File: config.mk
export PLATFORM = sky130hd
export DESIGN_NAME = tag_eeprom_map_and_modes
export DESIGN_NICKNAME = d
export VERILOG_FILES = /design/src/tag_pkg.sv /design/src/word_guard.sv /design/src/tag_eeprom_map_and_modes.sv
export SDC_FILE = /design/constraint.sdc
export NUM_CORES = 2
export LEC_CHECK = 0
export ABC_AREA = 1
export BUFFER_PORTS_ARGS = -buffer_cell sky130_fd_sc_hd__buf_2
export CAP_MARGIN = 10
export CORE_MARGIN = 8
export CORE_UTILIZATION = 40
export DETAILED_ROUTE_END_ITERATION = 12
export GPL_ROUTABILITY_DRIVEN = 0
export HOLD_SLACK_MARGIN = 0.12
export PLACE_DENSITY = 0.58
export SYNTH_ARGS = -nofsm -noshare
export SYNTH_HDL_FRONTEND = slang
export SYNTH_SLANG_ARGS = --single-unit
export TNS_END_PERCENT = 100
File: constraint.sdc
create_clock -name clock -period 3.1 [get_ports clock]
set_clock_uncertainty 0.1 [all_clocks]
set_input_delay 0.93 -clock clock [delete_from_list [all_inputs] [get_ports clock]]
set_output_delay 0.93 -clock clock [all_outputs]
set_load 0.05 [all_outputs]
File: src/tag_pkg.sv
// tag_pkg: word map, field positions, reset values and carriers for the
// nonvolatile map and mode block.
// assumes: one 40 MHz clock, synchronous active-low reset.
// Behaviour
// - level-3 mode puts every block in fifo
// - level-4, level-3: activation interrupt after second cascade acknowledge
// - level-3, transparent: serial access despite field
// - transparent, select high: data pin drives modulator
// - transparent: carrier on data-out, demodulated on irq
// - select low restores ordinary serial pins
// - thirty-two words of thirty-two bits
// - words zero and one never written
// - config and user words writable unless locked
// - words three, four: ones never cleared
// - word zero holds low identifier bytes
// - frame size index defaults to two
// - frame waiting index defaults to six
// - b23 reports equal rates only
// - b22..b20 advertise tag-to-reader rates
// - b19..b17 advertise reader-to-tag rates
// - b16 acknowledge says no level-4
// - b15 acknowledge says passive target
// - two mode bits pick protocol mode
// - no-level-4 wins over passive target
// - write lock bit makes word read-only
// - read lock hides user word from reader only
package tag_pkg;
  localparam int unsigned WORDS  = 32;
  localparam int unsigned WORD_W = 32;
  // word addresses
  localparam logic [4:0] A_UID   = 5'h00;
  localparam logic [4:0] A_FAB   = 5'h01;
  localparam logic [4:0] A_CFG   = 5'h02;
  localparam logic [4:0] A_WLOCK = 5'h03;
  localparam logic [4:0] A_RLOCK = 5'h04;
  localparam logic [4:0] A_USER  = 5'h05;
  // configuration field positions (low bit of each field)
  localparam int unsigned B_FSCI = 28;
  localparam int unsigned B_FWI  = 24;
  localparam int unsigned B_EQ   = 23;
  localparam int unsigned B_T2R  = 20;
  localparam int unsigned B_R2T  = 17;
  localparam int unsigned B_NOL4 = 16;
  localparam int unsigned B_PASV = 15;
  localparam int unsigned B_AIRQ = 13;
  localparam int unsigned B_MODE = 11;
  // reset values
  localparam logic [3:0]  FSCI_RESET = 4'h2;
  localparam logic [3:0]  FWI_RESET  = 4'h6;
  localparam logic [31:0] CFG_RESET  = 32'h2600_0000;
  localparam logic [2:0]  SYNC_RESET = 3'h7;
  // operating modes
  localparam logic [1:0] MODE_L4     = 2'h0;
  localparam logic [1:0] MODE_L3     = 2'h1;
  localparam logic [1:0] MODE_FRAME  = 2'h2;
  localparam logic [1:0] MODE_TRANSP = 2'h3;
  // select acknowledge bits
  localparam logic [7:0] SAK_L4   = 8'h20;
  localparam logic [7:0] SAK_PASV = 8'h40;
  // first-byte codes handled locally in level-4 mode
  localparam logic [7:0] RATS_CODE = 8'hE0;
  localparam logic [3:0] PPS_HI    = 4'hD;
  localparam logic [3:0] DESEL_HI  = 4'hC;
  localparam logic [2:0] DESEL_LO  = 3'h2;
  localparam logic [1:0] PROP_HI   = 2'h1;

  typedef enum logic [1:0] {acc_ok, acc_locked, acc_read_only, acc_blocked} acc_status_t;

  typedef struct packed {
    logic        valid;
    logic        write;
    logic [4:0]  addr;
    logic [31:0] wdata;
  } acc_req_t;

  typedef struct packed {
    logic        ack;
    acc_status_t status;
    logic [31:0] rdata;
  } acc_rsp_t;

  typedef struct packed {
    logic [3:0] fsci;
    logic [3:0] fwi;
    logic [7:0] rate;
    logic [7:0] sak;
    logic [1:0] mode;
    logic       act_irq_en;
  } cfg_view_t;
endpackage

File: src/word_guard.sv
// word_guard: verdict and new content for one word access.
// assumes: caller supplies the addressed word and both lock words.
module word_guard (
  // access being served
  input  tag_pkg::acc_req_t    req,
  input  wire logic            from_reader,
  input  wire logic            allowed,
  // current content
  input  wire logic [31:0]     old_word,
  input  wire logic [31:0]     wlock,
  input  wire logic [31:0]     rlock,
  // verdict
  output tag_pkg::acc_status_t status,
  output logic                 do_write,
  output logic [31:0]          new_word,
  output logic [31:0]          rdata
);
  logic otp;

  // lock words only ever gain ones
  assign otp = (req.addr == tag_pkg::A_WLOCK) || (req.addr == tag_pkg::A_RLOCK);

  // write and read decisions; one port at a time reaches here
  always_comb
  begin
    status   = tag_pkg::acc_ok;
    do_write = 1'b0;
    new_word = old_word;
    rdata    = old_word;
    if (!allowed)
    begin
      status = tag_pkg::acc_blocked;
      rdata  = 32'h0000_0000;
    end
    else if (req.write)
    begin
      rdata = 32'h0000_0000;
      if (req.addr <= tag_pkg::A_FAB)
        status = tag_pkg::acc_read_only;
      else if (wlock[req.addr])
        status = tag_pkg::acc_locked;
      else
      begin
        do_write = 1'b1;
        new_word = otp ? (old_word | req.wdata) : req.wdata;
      end
    end
    else if (from_reader && req.addr >= tag_pkg::A_USER && rlock[req.addr])
      rdata = 32'h0000_0000;
  end
endmodule // word_guard

File: src/tag_eeprom_map_and_modes.sv
// tag_eeprom_map_and_modes: word store, access arbitration, config
// decode, block routing, activation interrupt and transparent pin mux.
// assumes: protocol engine and front end share the clock; the serial
// select pin is asynchronous and is synchronised here.
module tag_eeprom_map_and_modes #(
  parameter logic [31:0] UID_LOW  = 32'h1234_5678, // arbitrary value
  parameter logic [31:0] FAB_DATA = 32'h0000_0000  // arbitrary value
) (
  // clock and reset
  input  wire logic          clock,
  input  wire logic          rst_b,
  // reader-side word access
  input  tag_pkg::acc_req_t  rd_req,
  output logic               rd_ready,
  output tag_pkg::acc_rsp_t  rd_rsp,
  // serial-side word access
  input  tag_pkg::acc_req_t  sp_req,
  output logic               sp_ready,
  output tag_pkg::acc_rsp_t  sp_rsp,
  // protocol engine events
  input  wire logic          field_on,
  input  wire logic          active_entry,
  input  wire logic          irq_clear,
  input  wire logic          rats_window,
  input  wire logic          blk_valid,
  input  wire logic [7:0]    blk_first,
  output logic               blk_to_fifo,
  output logic               blk_local,
  output logic               act_irq,
  output tag_pkg::cfg_view_t cfg,
  output logic [31:0]        uid_low,
  // serial pins
  input  wire logic          ss_b_pin,
  input  wire logic          mosi_pin,
  output logic               miso_o,
  output logic               miso_oe,
  output logic               irq_pin,
  // protocol engine pin side
  input  wire logic          proto_miso,
  input  wire logic          proto_miso_oe,
  input  wire logic          proto_irq,
  input  wire logic          proto_mod,
  // front end
  input  wire logic          front_end_carrier,
  input  wire logic          front_end_demod,
  output logic               mod_on
);

  ////////////////////////////////////////////////////////////////////
  // state
  typedef struct packed {
    logic [tag_pkg::WORDS-1:0][tag_pkg::WORD_W-1:0] mem;
    tag_pkg::acc_rsp_t rd_rsp;
    tag_pkg::acc_rsp_t sp_rsp;
    logic              act_irq;
    logic              to_fifo;
    logic              local_cmd;
    logic [2:0]        ss_sync;
    logic              ss_level;
  } state_t;

  state_t              state_q;
  state_t              state_d;
  tag_pkg::acc_req_t   req;
  tag_pkg::acc_status_t g_status;
  logic                g_write;
  logic [31:0]         g_new;
  logic [31:0]         g_rdata;
  logic                take_rd;
  logic                take_sp;
  logic                sp_allowed;
  logic                local_hit;
  logic                proto_mode;
  logic                transp_sel;
  logic [31:0]         cfg_word;

  ////////////////////////////////////////////////////////////////////
  // configuration decode
  assign cfg_word = state_q.mem[tag_pkg::A_CFG];

  // answer-to-select rate byte and select acknowledge from config
  always_comb
  begin
    cfg.fsci = cfg_word[tag_pkg::B_FSCI +: 4];
    cfg.fwi  = cfg_word[tag_pkg::B_FWI +: 4];
    cfg.rate[7] = cfg_word[tag_pkg::B_EQ];
    cfg.rate[6:4] = cfg_word[tag_pkg::B_T2R +: 3];
    cfg.rate[3] = 1'b0;
    cfg.rate[2:0] = cfg_word[tag_pkg::B_R2T +: 3];
    if (cfg_word[tag_pkg::B_NOL4])
      cfg.sak = 8'h00;
    else if (cfg_word[tag_pkg::B_PASV])
      cfg.sak = tag_pkg::SAK_L4 | tag_pkg::SAK_PASV;
    else
      cfg.sak = tag_pkg::SAK_L4;
    cfg.mode       = cfg_word[tag_pkg::B_MODE +: 2];
    cfg.act_irq_en = cfg_word[tag_pkg::B_AIRQ];
  end

  assign uid_low = state_q.mem[tag_pkg::A_UID];

  assign proto_mode = (cfg.mode == tag_pkg::MODE_L4) || (cfg.mode == tag_pkg::MODE_L3);

  ////////////////////////////////////////////////////////////////////
  // access arbitration: reader wins a shared cycle, serial side waits
  // serial access with field
  assign sp_allowed = !field_on || (cfg.mode == tag_pkg::MODE_L3) ||
                      (cfg.mode == tag_pkg::MODE_TRANSP);
  assign rd_ready   = 1'b1;
  assign sp_ready   = !rd_req.valid;
  assign take_rd    = rd_req.valid;
  assign take_sp    = sp_req.valid && !rd_req.valid;
  assign req        = take_rd ? rd_req : sp_req;

  word_guard word_guard_inst (
    .req         (req),
    .from_reader (take_rd),
    .allowed     (take_rd || sp_allowed),
    .old_word    (state_q.mem[req.addr]),
    .wlock       (state_q.mem[tag_pkg::A_WLOCK]),
    .rlock       (state_q.mem[tag_pkg::A_RLOCK]),
    .status      (g_status),
    .do_write    (g_write),
    .new_word    (g_new),
    .rdata       (g_rdata)
  );

  ////////////////////////////////////////////////////////////////////
  // level-4 first-byte decision: locally handled command codes
  always_comb
  begin
    local_hit = 1'b0;
    if (blk_first == tag_pkg::RATS_CODE && rats_window)
      local_hit = 1'b1;
    else if (blk_first[7:4] == tag_pkg::PPS_HI && rats_window)
      local_hit = 1'b1;
    else if (blk_first[7:4] == tag_pkg::DESEL_HI && blk_first[2:0] == tag_pkg::DESEL_LO)
      local_hit = 1'b1;
    else if (blk_first[7:6] == tag_pkg::PROP_HI)
      local_hit = 1'b1;
  end

  ////////////////////////////////////////////////////////////////////
  // next state
  always_comb
  begin
    state_d = state_q;
    state_d.rd_rsp.ack = take_rd;
    state_d.sp_rsp.ack = take_sp;
    if (take_rd)
    begin
      state_d.rd_rsp.status = g_status;
      state_d.rd_rsp.rdata  = g_rdata;
    end
    if (take_sp)
    begin
      state_d.sp_rsp.status = g_status;
      state_d.sp_rsp.rdata  = g_rdata;
    end
    if ((take_rd || take_sp) && g_write)
      state_d.mem[req.addr] = g_new;
    state_d.to_fifo   = blk_valid && ((cfg.mode == tag_pkg::MODE_L3) ||
                        (cfg.mode == tag_pkg::MODE_L4 && !local_hit));
    state_d.local_cmd = blk_valid && cfg.mode == tag_pkg::MODE_L4 && local_hit;
    state_d.act_irq = (state_q.act_irq && !irq_clear) ||
                      (active_entry && cfg.act_irq_en && proto_mode);
    // select pin: three stages, level moves only when the last two agree
    state_d.ss_sync = {state_q.ss_sync[1:0], ss_b_pin};
    if (state_q.ss_sync[2] == state_q.ss_sync[1])
      state_d.ss_level = state_q.ss_sync[2];
  end

  // register; reset loads the factory image since the store has no
  // separate power-up load path in this model
  always_ff @(posedge clock)
  begin
    if (!rst_b)
    begin
      state_q                     <= '0;
      state_q.mem[tag_pkg::A_UID] <= UID_LOW;
      state_q.mem[tag_pkg::A_FAB] <= FAB_DATA;
      state_q.mem[tag_pkg::A_CFG] <= tag_pkg::CFG_RESET;
      state_q.ss_sync             <= tag_pkg::SYNC_RESET;
      state_q.ss_level            <= 1'b1;
    end
    else
      state_q <= state_d;
  end

  ////////////////////////////////////////////////////////////////////
  // outputs and transparent bypass; the bypass is combinational so the
  // carrier is not resampled by the faster system clock
  assign rd_rsp      = state_q.rd_rsp;
  assign sp_rsp      = state_q.sp_rsp;
  assign act_irq     = state_q.act_irq;
  assign blk_to_fifo = state_q.to_fifo;
  assign blk_local   = state_q.local_cmd;
  assign transp_sel  = (cfg.mode == tag_pkg::MODE_TRANSP) && state_q.ss_level;

  assign mod_on  = transp_sel ? mosi_pin : proto_mod;
  assign miso_o  = transp_sel ? front_end_carrier : proto_miso;
  assign miso_oe = transp_sel | proto_miso_oe;
  assign irq_pin = transp_sel ? front_end_demod : (proto_irq | state_q.act_irq);

  logic was_reset;
  always_ff @(posedge clock)
    was_reset <= !rst_b;
endmodule // tag_eeprom_map_and_modes

; Yosys cells after proc, flatten, opt, wreduce, memory -nomap -nowiden
; Cells that the tools add are included.
[word_totals]
word_cells = 124
ff_bits = 1101
mem_count = 0
mem_bits_ro = 0
mem_bits_rw = 0
latchBits = 0
out_inout_bits = 138
[classes]
order_cmp = 4
n_bitwise = 3
muxes = 35
shifts = 0
n_eq_ne = 10
reduce_logical = 29
div = 0
n_addsub = 0
n_mul = 0
[op_table]
columns = operator, count
row1 = 1024-bit bitwise mux, 1
row2 = 32-bit 2-to-1 mux, 10
row3 = 32-bit binary-select mux with 5-bit select, 1
row4 = 32-bit demux with 5-bit select, 1
row5 = 38-bit 2-to-1 mux, 1
row6 = 32-bit OR, 1
row7 = 1-bit logical AND, 16
row8 = 1-bit 2-to-1 mux, 14
row9 = 7-bit 2-to-1 mux, 2
row10 = 1-bit binary-select mux with 5-bit select, 2
row11 = "4-bit == test, second input constant", 2
row12 = "8-bit == test, second input constant", 1
row13 = 1-bit logical OR, 8
row14 = "5-bit by 6-bit < comparator with 1-bit output, second input constant", 1
row15 = 2-bit 2-to-1 mux, 3
row16 = "5-bit by 2-bit == test with 1-bit output, second input constant", 1
row17 = "5-bit by 3-bit == test with 1-bit output, second input constant", 1
row18 = "5-bit by 1-bit greater-or-equal comparator with 1-bit output, second input constant", 1
row19 = "5-bit by 3-bit greater-or-equal comparator with 1-bit output, second input constant", 1
row20 = "5-bit by 1-bit less-or-equal comparator with 1-bit output, second input constant", 1
row21 = "2-bit by 1-bit == test with 1-bit output, second input constant", 2
row22 = 1-bit logical NOT, 4
row23 = "3-bit by 2-bit == test with 1-bit output, second input constant", 1
row24 = "2-bit == test, second input constant", 1
row25 = 3 further kinds, 4

; Depth between registers and ports, before layout
[depth]
ltp_word = 10
depth_mapped = 22
ltp_nobuf = 17

; Hierarchy
; A second synthesis with hierarchy kept.
[unflattened]
hier_cells = 8636
hier_area_um2 = 53557.6
[modules_own_cells]
columns = mod, area_each_um2, seq_area_each_um2, n_inst, cells_each
row1 = tag_eeprom_map_and_modes, 51737.1, 22041.1, 1, 8205
row2 = word_guard, 1820.5, 0.0, 1, 431

; Worst setup path before layout
; OpenSTA, ideal clock, no wires.
[synth_path]
path_type = input-to-reg
startpoint = in rd_req[38] (netlist name)
endpoint = reg state_q[430] (netlist name)
t_required_ns = 2.872
arrival_ns = 2.767
path_stages = 15
path_slack_ns = 0.105
n_path_buf = 3
path_cell_list = buf_6 inv_4 nand2_1 nand2_2 inv_2 nor2_1 nand2_1 nand2_1 nor2_1 nand2_4 buf_6 nand4_4 inv_2 clkbuf_1 a21oi_1
[synth_via]
elab_chain_cells = 10
[synth_lines]
columns = element, line
row1 = "start, declared", tag_eeprom_map_and_modes.sv:13  ; input tag_pkg::acc_req_t rd_req,
row2 = 38-bit 2-to-1 mux, tag_eeprom_map_and_modes.sv:113  ; assign req = take_rd ? rd_req : sp_req;
row3 = 32-bit binary-select mux with 5-bit select, tag_eeprom_map_and_modes.sv:119  ; .old_word (state_q.mem[req.addr]),
row4 = 32-bit 2-to-1 mux (not written as such), tag_eeprom_map_and_modes.sv:119
row5 = 32-bit OR, word_guard.sv:45  ; new_word = otp ? (old_word | req.wdata) : req.wdata;
row6 = 32-bit 2-to-1 mux, word_guard.sv:45
row7 = 32-bit 2-to-1 mux, word_guard.sv:40  ; else if (wlock[req.addr])
row8 = 32-bit 2-to-1 mux, word_guard.sv:38  ; if (req.addr <= tag_pkg::A_FAB)
row9 = 32-bit 2-to-1 mux, word_guard.sv:35  ; else if (req.write)
row10 = 32-bit 2-to-1 mux, word_guard.sv:30  ; if (!allowed)
row11 = 1024-bit bitwise mux, tag_eeprom_map_and_modes.sv:161  ; state_d.mem[req.addr] = g_new;
row12 = "end signal, assigned", tag_eeprom_map_and_modes.sv:187  ; state_q <= state_d;
row13 = "end, declared", tag_eeprom_map_and_modes.sv:62  ; state_t state_q;
; Parallel ways exist; a longest one is shown, timed or not. The select of a mux whose other input is x is not followed.
; A chain may end at the register's enable or synchronous reset.

; Worst setup path after layout
[layout_path]
startpoint = in rd_req[38] (netlist name)
endpoint = reg state_q[975] (netlist name)
; The elaborated chain is that of the path after synthesis.

==> flow_summary.ini <==
[clock_network]
clk_pin_slew_ns = 0.06
cts_sinks = 1101
clkLatencyLatePin_ns = 0.80
cts_tree = built
root_buffer = clkbuf_16
ctsHoldBuffers = 0
cts_made_buffers = 130
cts_buffer_depth = 3
htreeDepth = 4

[run]
drv_cap = 0

[route]
avgRoutedWirePerCell_um = 22.5
routed_wl_um = 243000
via_per_inst = 5.30
drtAntennaViolNets = 0
initialDrtViolationCount = 7187
drt-pass1-iter-count = 6
drc = 0
vias = 57119

[layout]
area_growth_pct = 21.0
design_area_um2 = 65600
finalNonFillerCells = 10784
num-nets-final = 9001
utilization_pct = 48.6
drive_gt1_share_pct = 13.3

[logic_synthesis]
ys_seq_area_share_pct = 40.7
syn_area_um2 = 54200
synth_warnings = 0
ys_types = 39
synth-edff-count = 0
synthFlopType = dfxtp_1
synthArstFlopShare_pct = 0
synth-seq-cells = 1101
synth_cells = 8653
synth.avg_cell_area_um2 = 6.26

[min_path]
hp-class = in -> reg

[die]
floorplan.initialDensity_pct = 40.1
fp.dieH_um = 384
num_rows = 135
dieArea_um2 = 147000
die_x_um = 384
ios = 239
core_area_um2 = 135000

[grt]
grt_use_total_pct = 31.5
grt_max_degree = 201
grt_pass1_wl_um = 349000
antenna_found_initial = 7
grt_pass1_vias = 52370
grt-ovfl-total = 0

[power_and_ir_drop]
netSwitchingFraction_pct = 29.6
p_comb_share_pct = 16.3
finalPower_mw = 35.5
p_int_mw = 25.0
power.switching_mw = 10.5
vdd_drop_max_mv = 0.508
pwr-share-seq_pct = 40.4
clockPowerShare_pct = 43.3
leakage_nw = 32.4
powerDensity_nw_per_um2 = 542

[timing]
finalCriticalPeriod_ns = 3.12
clock.fmax_mhz = 320
fin_crit_sh_pct = 101
relSlewSlack_pct = 29.5
holdWs_ns = 0.231
finalSetupTns_ns = -0.0217
finalHoldViolCount = 0
tightest_slew_ns = 1.06
setup_viol = 1
fin_ws_ns = -0.0217
final-max-slew-violation-count = 0

[placed_design]
post-place-ws_ns = -1.23
placed_area_um2 = 61000
io_buffers = 230
place_hpwl_um = 163000
placedCellCount = 10538

[setup_path]
crit_required_ns = 3.70
crit_chain = buf_6 > buf_4 > nand2_1 > nand2_4 > buf_4 > nand2_2 > buf_4 > inv_2 > buf_12 > buf_4 > nand2_1 > nand3_1 > nor2_1 > nor2_2 > nand2_1 > nand2_1 > inv_2 > buf_12 > a21oi_1
setup.worst_path.start_class = primary input
cp_num_buf_inv = 9
cp_top_family = buffers and inverters
cpMaxStageDelayCell = buf_12
path_class = in -> reg
end_kind = flip-flop
crit_path_max_incr_delay_ns = 0.25
worstPathArrival_ns = 3.72
path_max_fanout = 23

[status]
violations = setup timing
status = finished with violations
[power groups by stage]
stage	logic [mW]	registers, mW	clock network (mW)
after floorplan	2.56	14.6	0
after global placement	5.47	14.7	0
after detailed placement	5.49	14.7	0
after CTS	5.53	14.4	15.5
after global routing	5.90	14.4	16.1
final	5.79	14.4	15.4
[cell usage after synthesis, types with 2 or more instances]
cell      count  area (µm²)
nand4_2      18         225
nor3_1       23         115
o21ai_0     294        1470
buf_2       297        1490
clkbuf_1    272        1020
clkinv_1      3        11.3
conb_1        2        7.51
nand2_4       2        22.5
nor2_2        5        31.3
buf_1        29         109
a22oi_1       2        15.0
o211ai_1     15         113
nand2_1    2962       11100
a21oi_1     738        3690
nor2_1     1265        4750
o21ai_1      33         165
dfxtp_1    1101       22000
buf_4       149        1120
nand4_4       6         128
inv_1       902        3390
buf_6         5        56.3
inv_2        53         199
nand2_2       8        50.1
nand4_1      21         131
nand3_1     265        1330
or2_2         8        50.1
nor2_4        3        33.8
mux2_2        2        22.5
o21bai_1    160        1200
[cell families (layout without fill, tap and decap cells)]
group                  Yosys count  count (layout)  share of synthesized area, %
other                            2              12                        0.0139
buffers and inverters         1711            2051                          13.6
DFF                           1101            1101                          40.7
AOI/OAI and AO/OA             1248            1248                          12.4
and+or+nand+nor               4589            4589                          33.2
muxes                            2               2                        0.0416
[state kept, by name (all words and copies together) (netlist names)]
signal / cells
cfg_word: 32
blk_to_fifo: 1
sp_rsp: 35
uid_low: 32
state_d: 2
state_q: 962
blk_local: 1
act_irq: 1
rd_rsp: 35
[worst paths after layout]
| kind | startpoint | endpoint | slack, ns | cells after the start |
|---|---|---|---|---|
| setup reg to reg | cfg_word[11]$_SDFFE_PN0P_ | state_q[536]$_SDFFE_PN0P_ | 0.44 | 10 |
| hold reg to reg | state_d[2]$_SDFF_PN1_ | state_d[3]$_SDFF_PN1_ | 0.31 | 1 |
| hold / removal | ss_b_pin | state_d[2]$_SDFF_PN1_ | 0.23 | 2 |
| setup / recovery | rd_req[38] | state_q[975]$_SDFFE_PN0P_ | -0.02 | 19 |
[cells in the final DEF, fill, tap and decap left out, types with 18 or more instances in the layout]
cell type,Yosys,layout
nand2_1,2962,2947
nor2_1,1265,1252
dfxtp_1,1101,1101
inv_1,902,896
a21oi_1,738,736
buf_4,149,425
o21ai_0,294,293
nand3_1,265,261
buf_2,297,227
buf_12,0,194
o21bai_1,160,160
clkbuf_16,0,136
inv_2,53,45
clkbuf_1,272,37
o21ai_1,33,33
clkbuf_8,0,27
nor3_1,23,23
nand4_1,21,21
clkinv_2,0,18
[what timing repair did]
item | CTS | global route
setup buffers | 1 | 7
setup endpoints to repair | 374 | 914
gates resized for setup | 17 | 36
cloned | 1 | 2
pin swaps | 1 | 5
[area by class of cell]
| type | instances | area (µm²) |
|---|---|---|
| well taps | 1781 | 2230 |
| flip-flops and latches | 1101 | 22000 |
| multi-input cells | 5847 | 25000 |
| repair buffers | 861 | 8430 |
| diodes | 4 | 10.0 |
| clock inverters | 33 | 357 |
| inverters | 959 | 3630 |
| fillers | 13629 | 69400 |
| clock buffers | 198 | 3860 |
[metal layers]
layer	up-vias	global-route usage [%]	share of wire, %
li1	26699	-	-
met1	26394	40.9	40
met2	3250	47.4	42
met3	772	7.60	11
met4	4	19.0	7.0
met5	-	0	0.011
(Power assumes the default switching activity.)
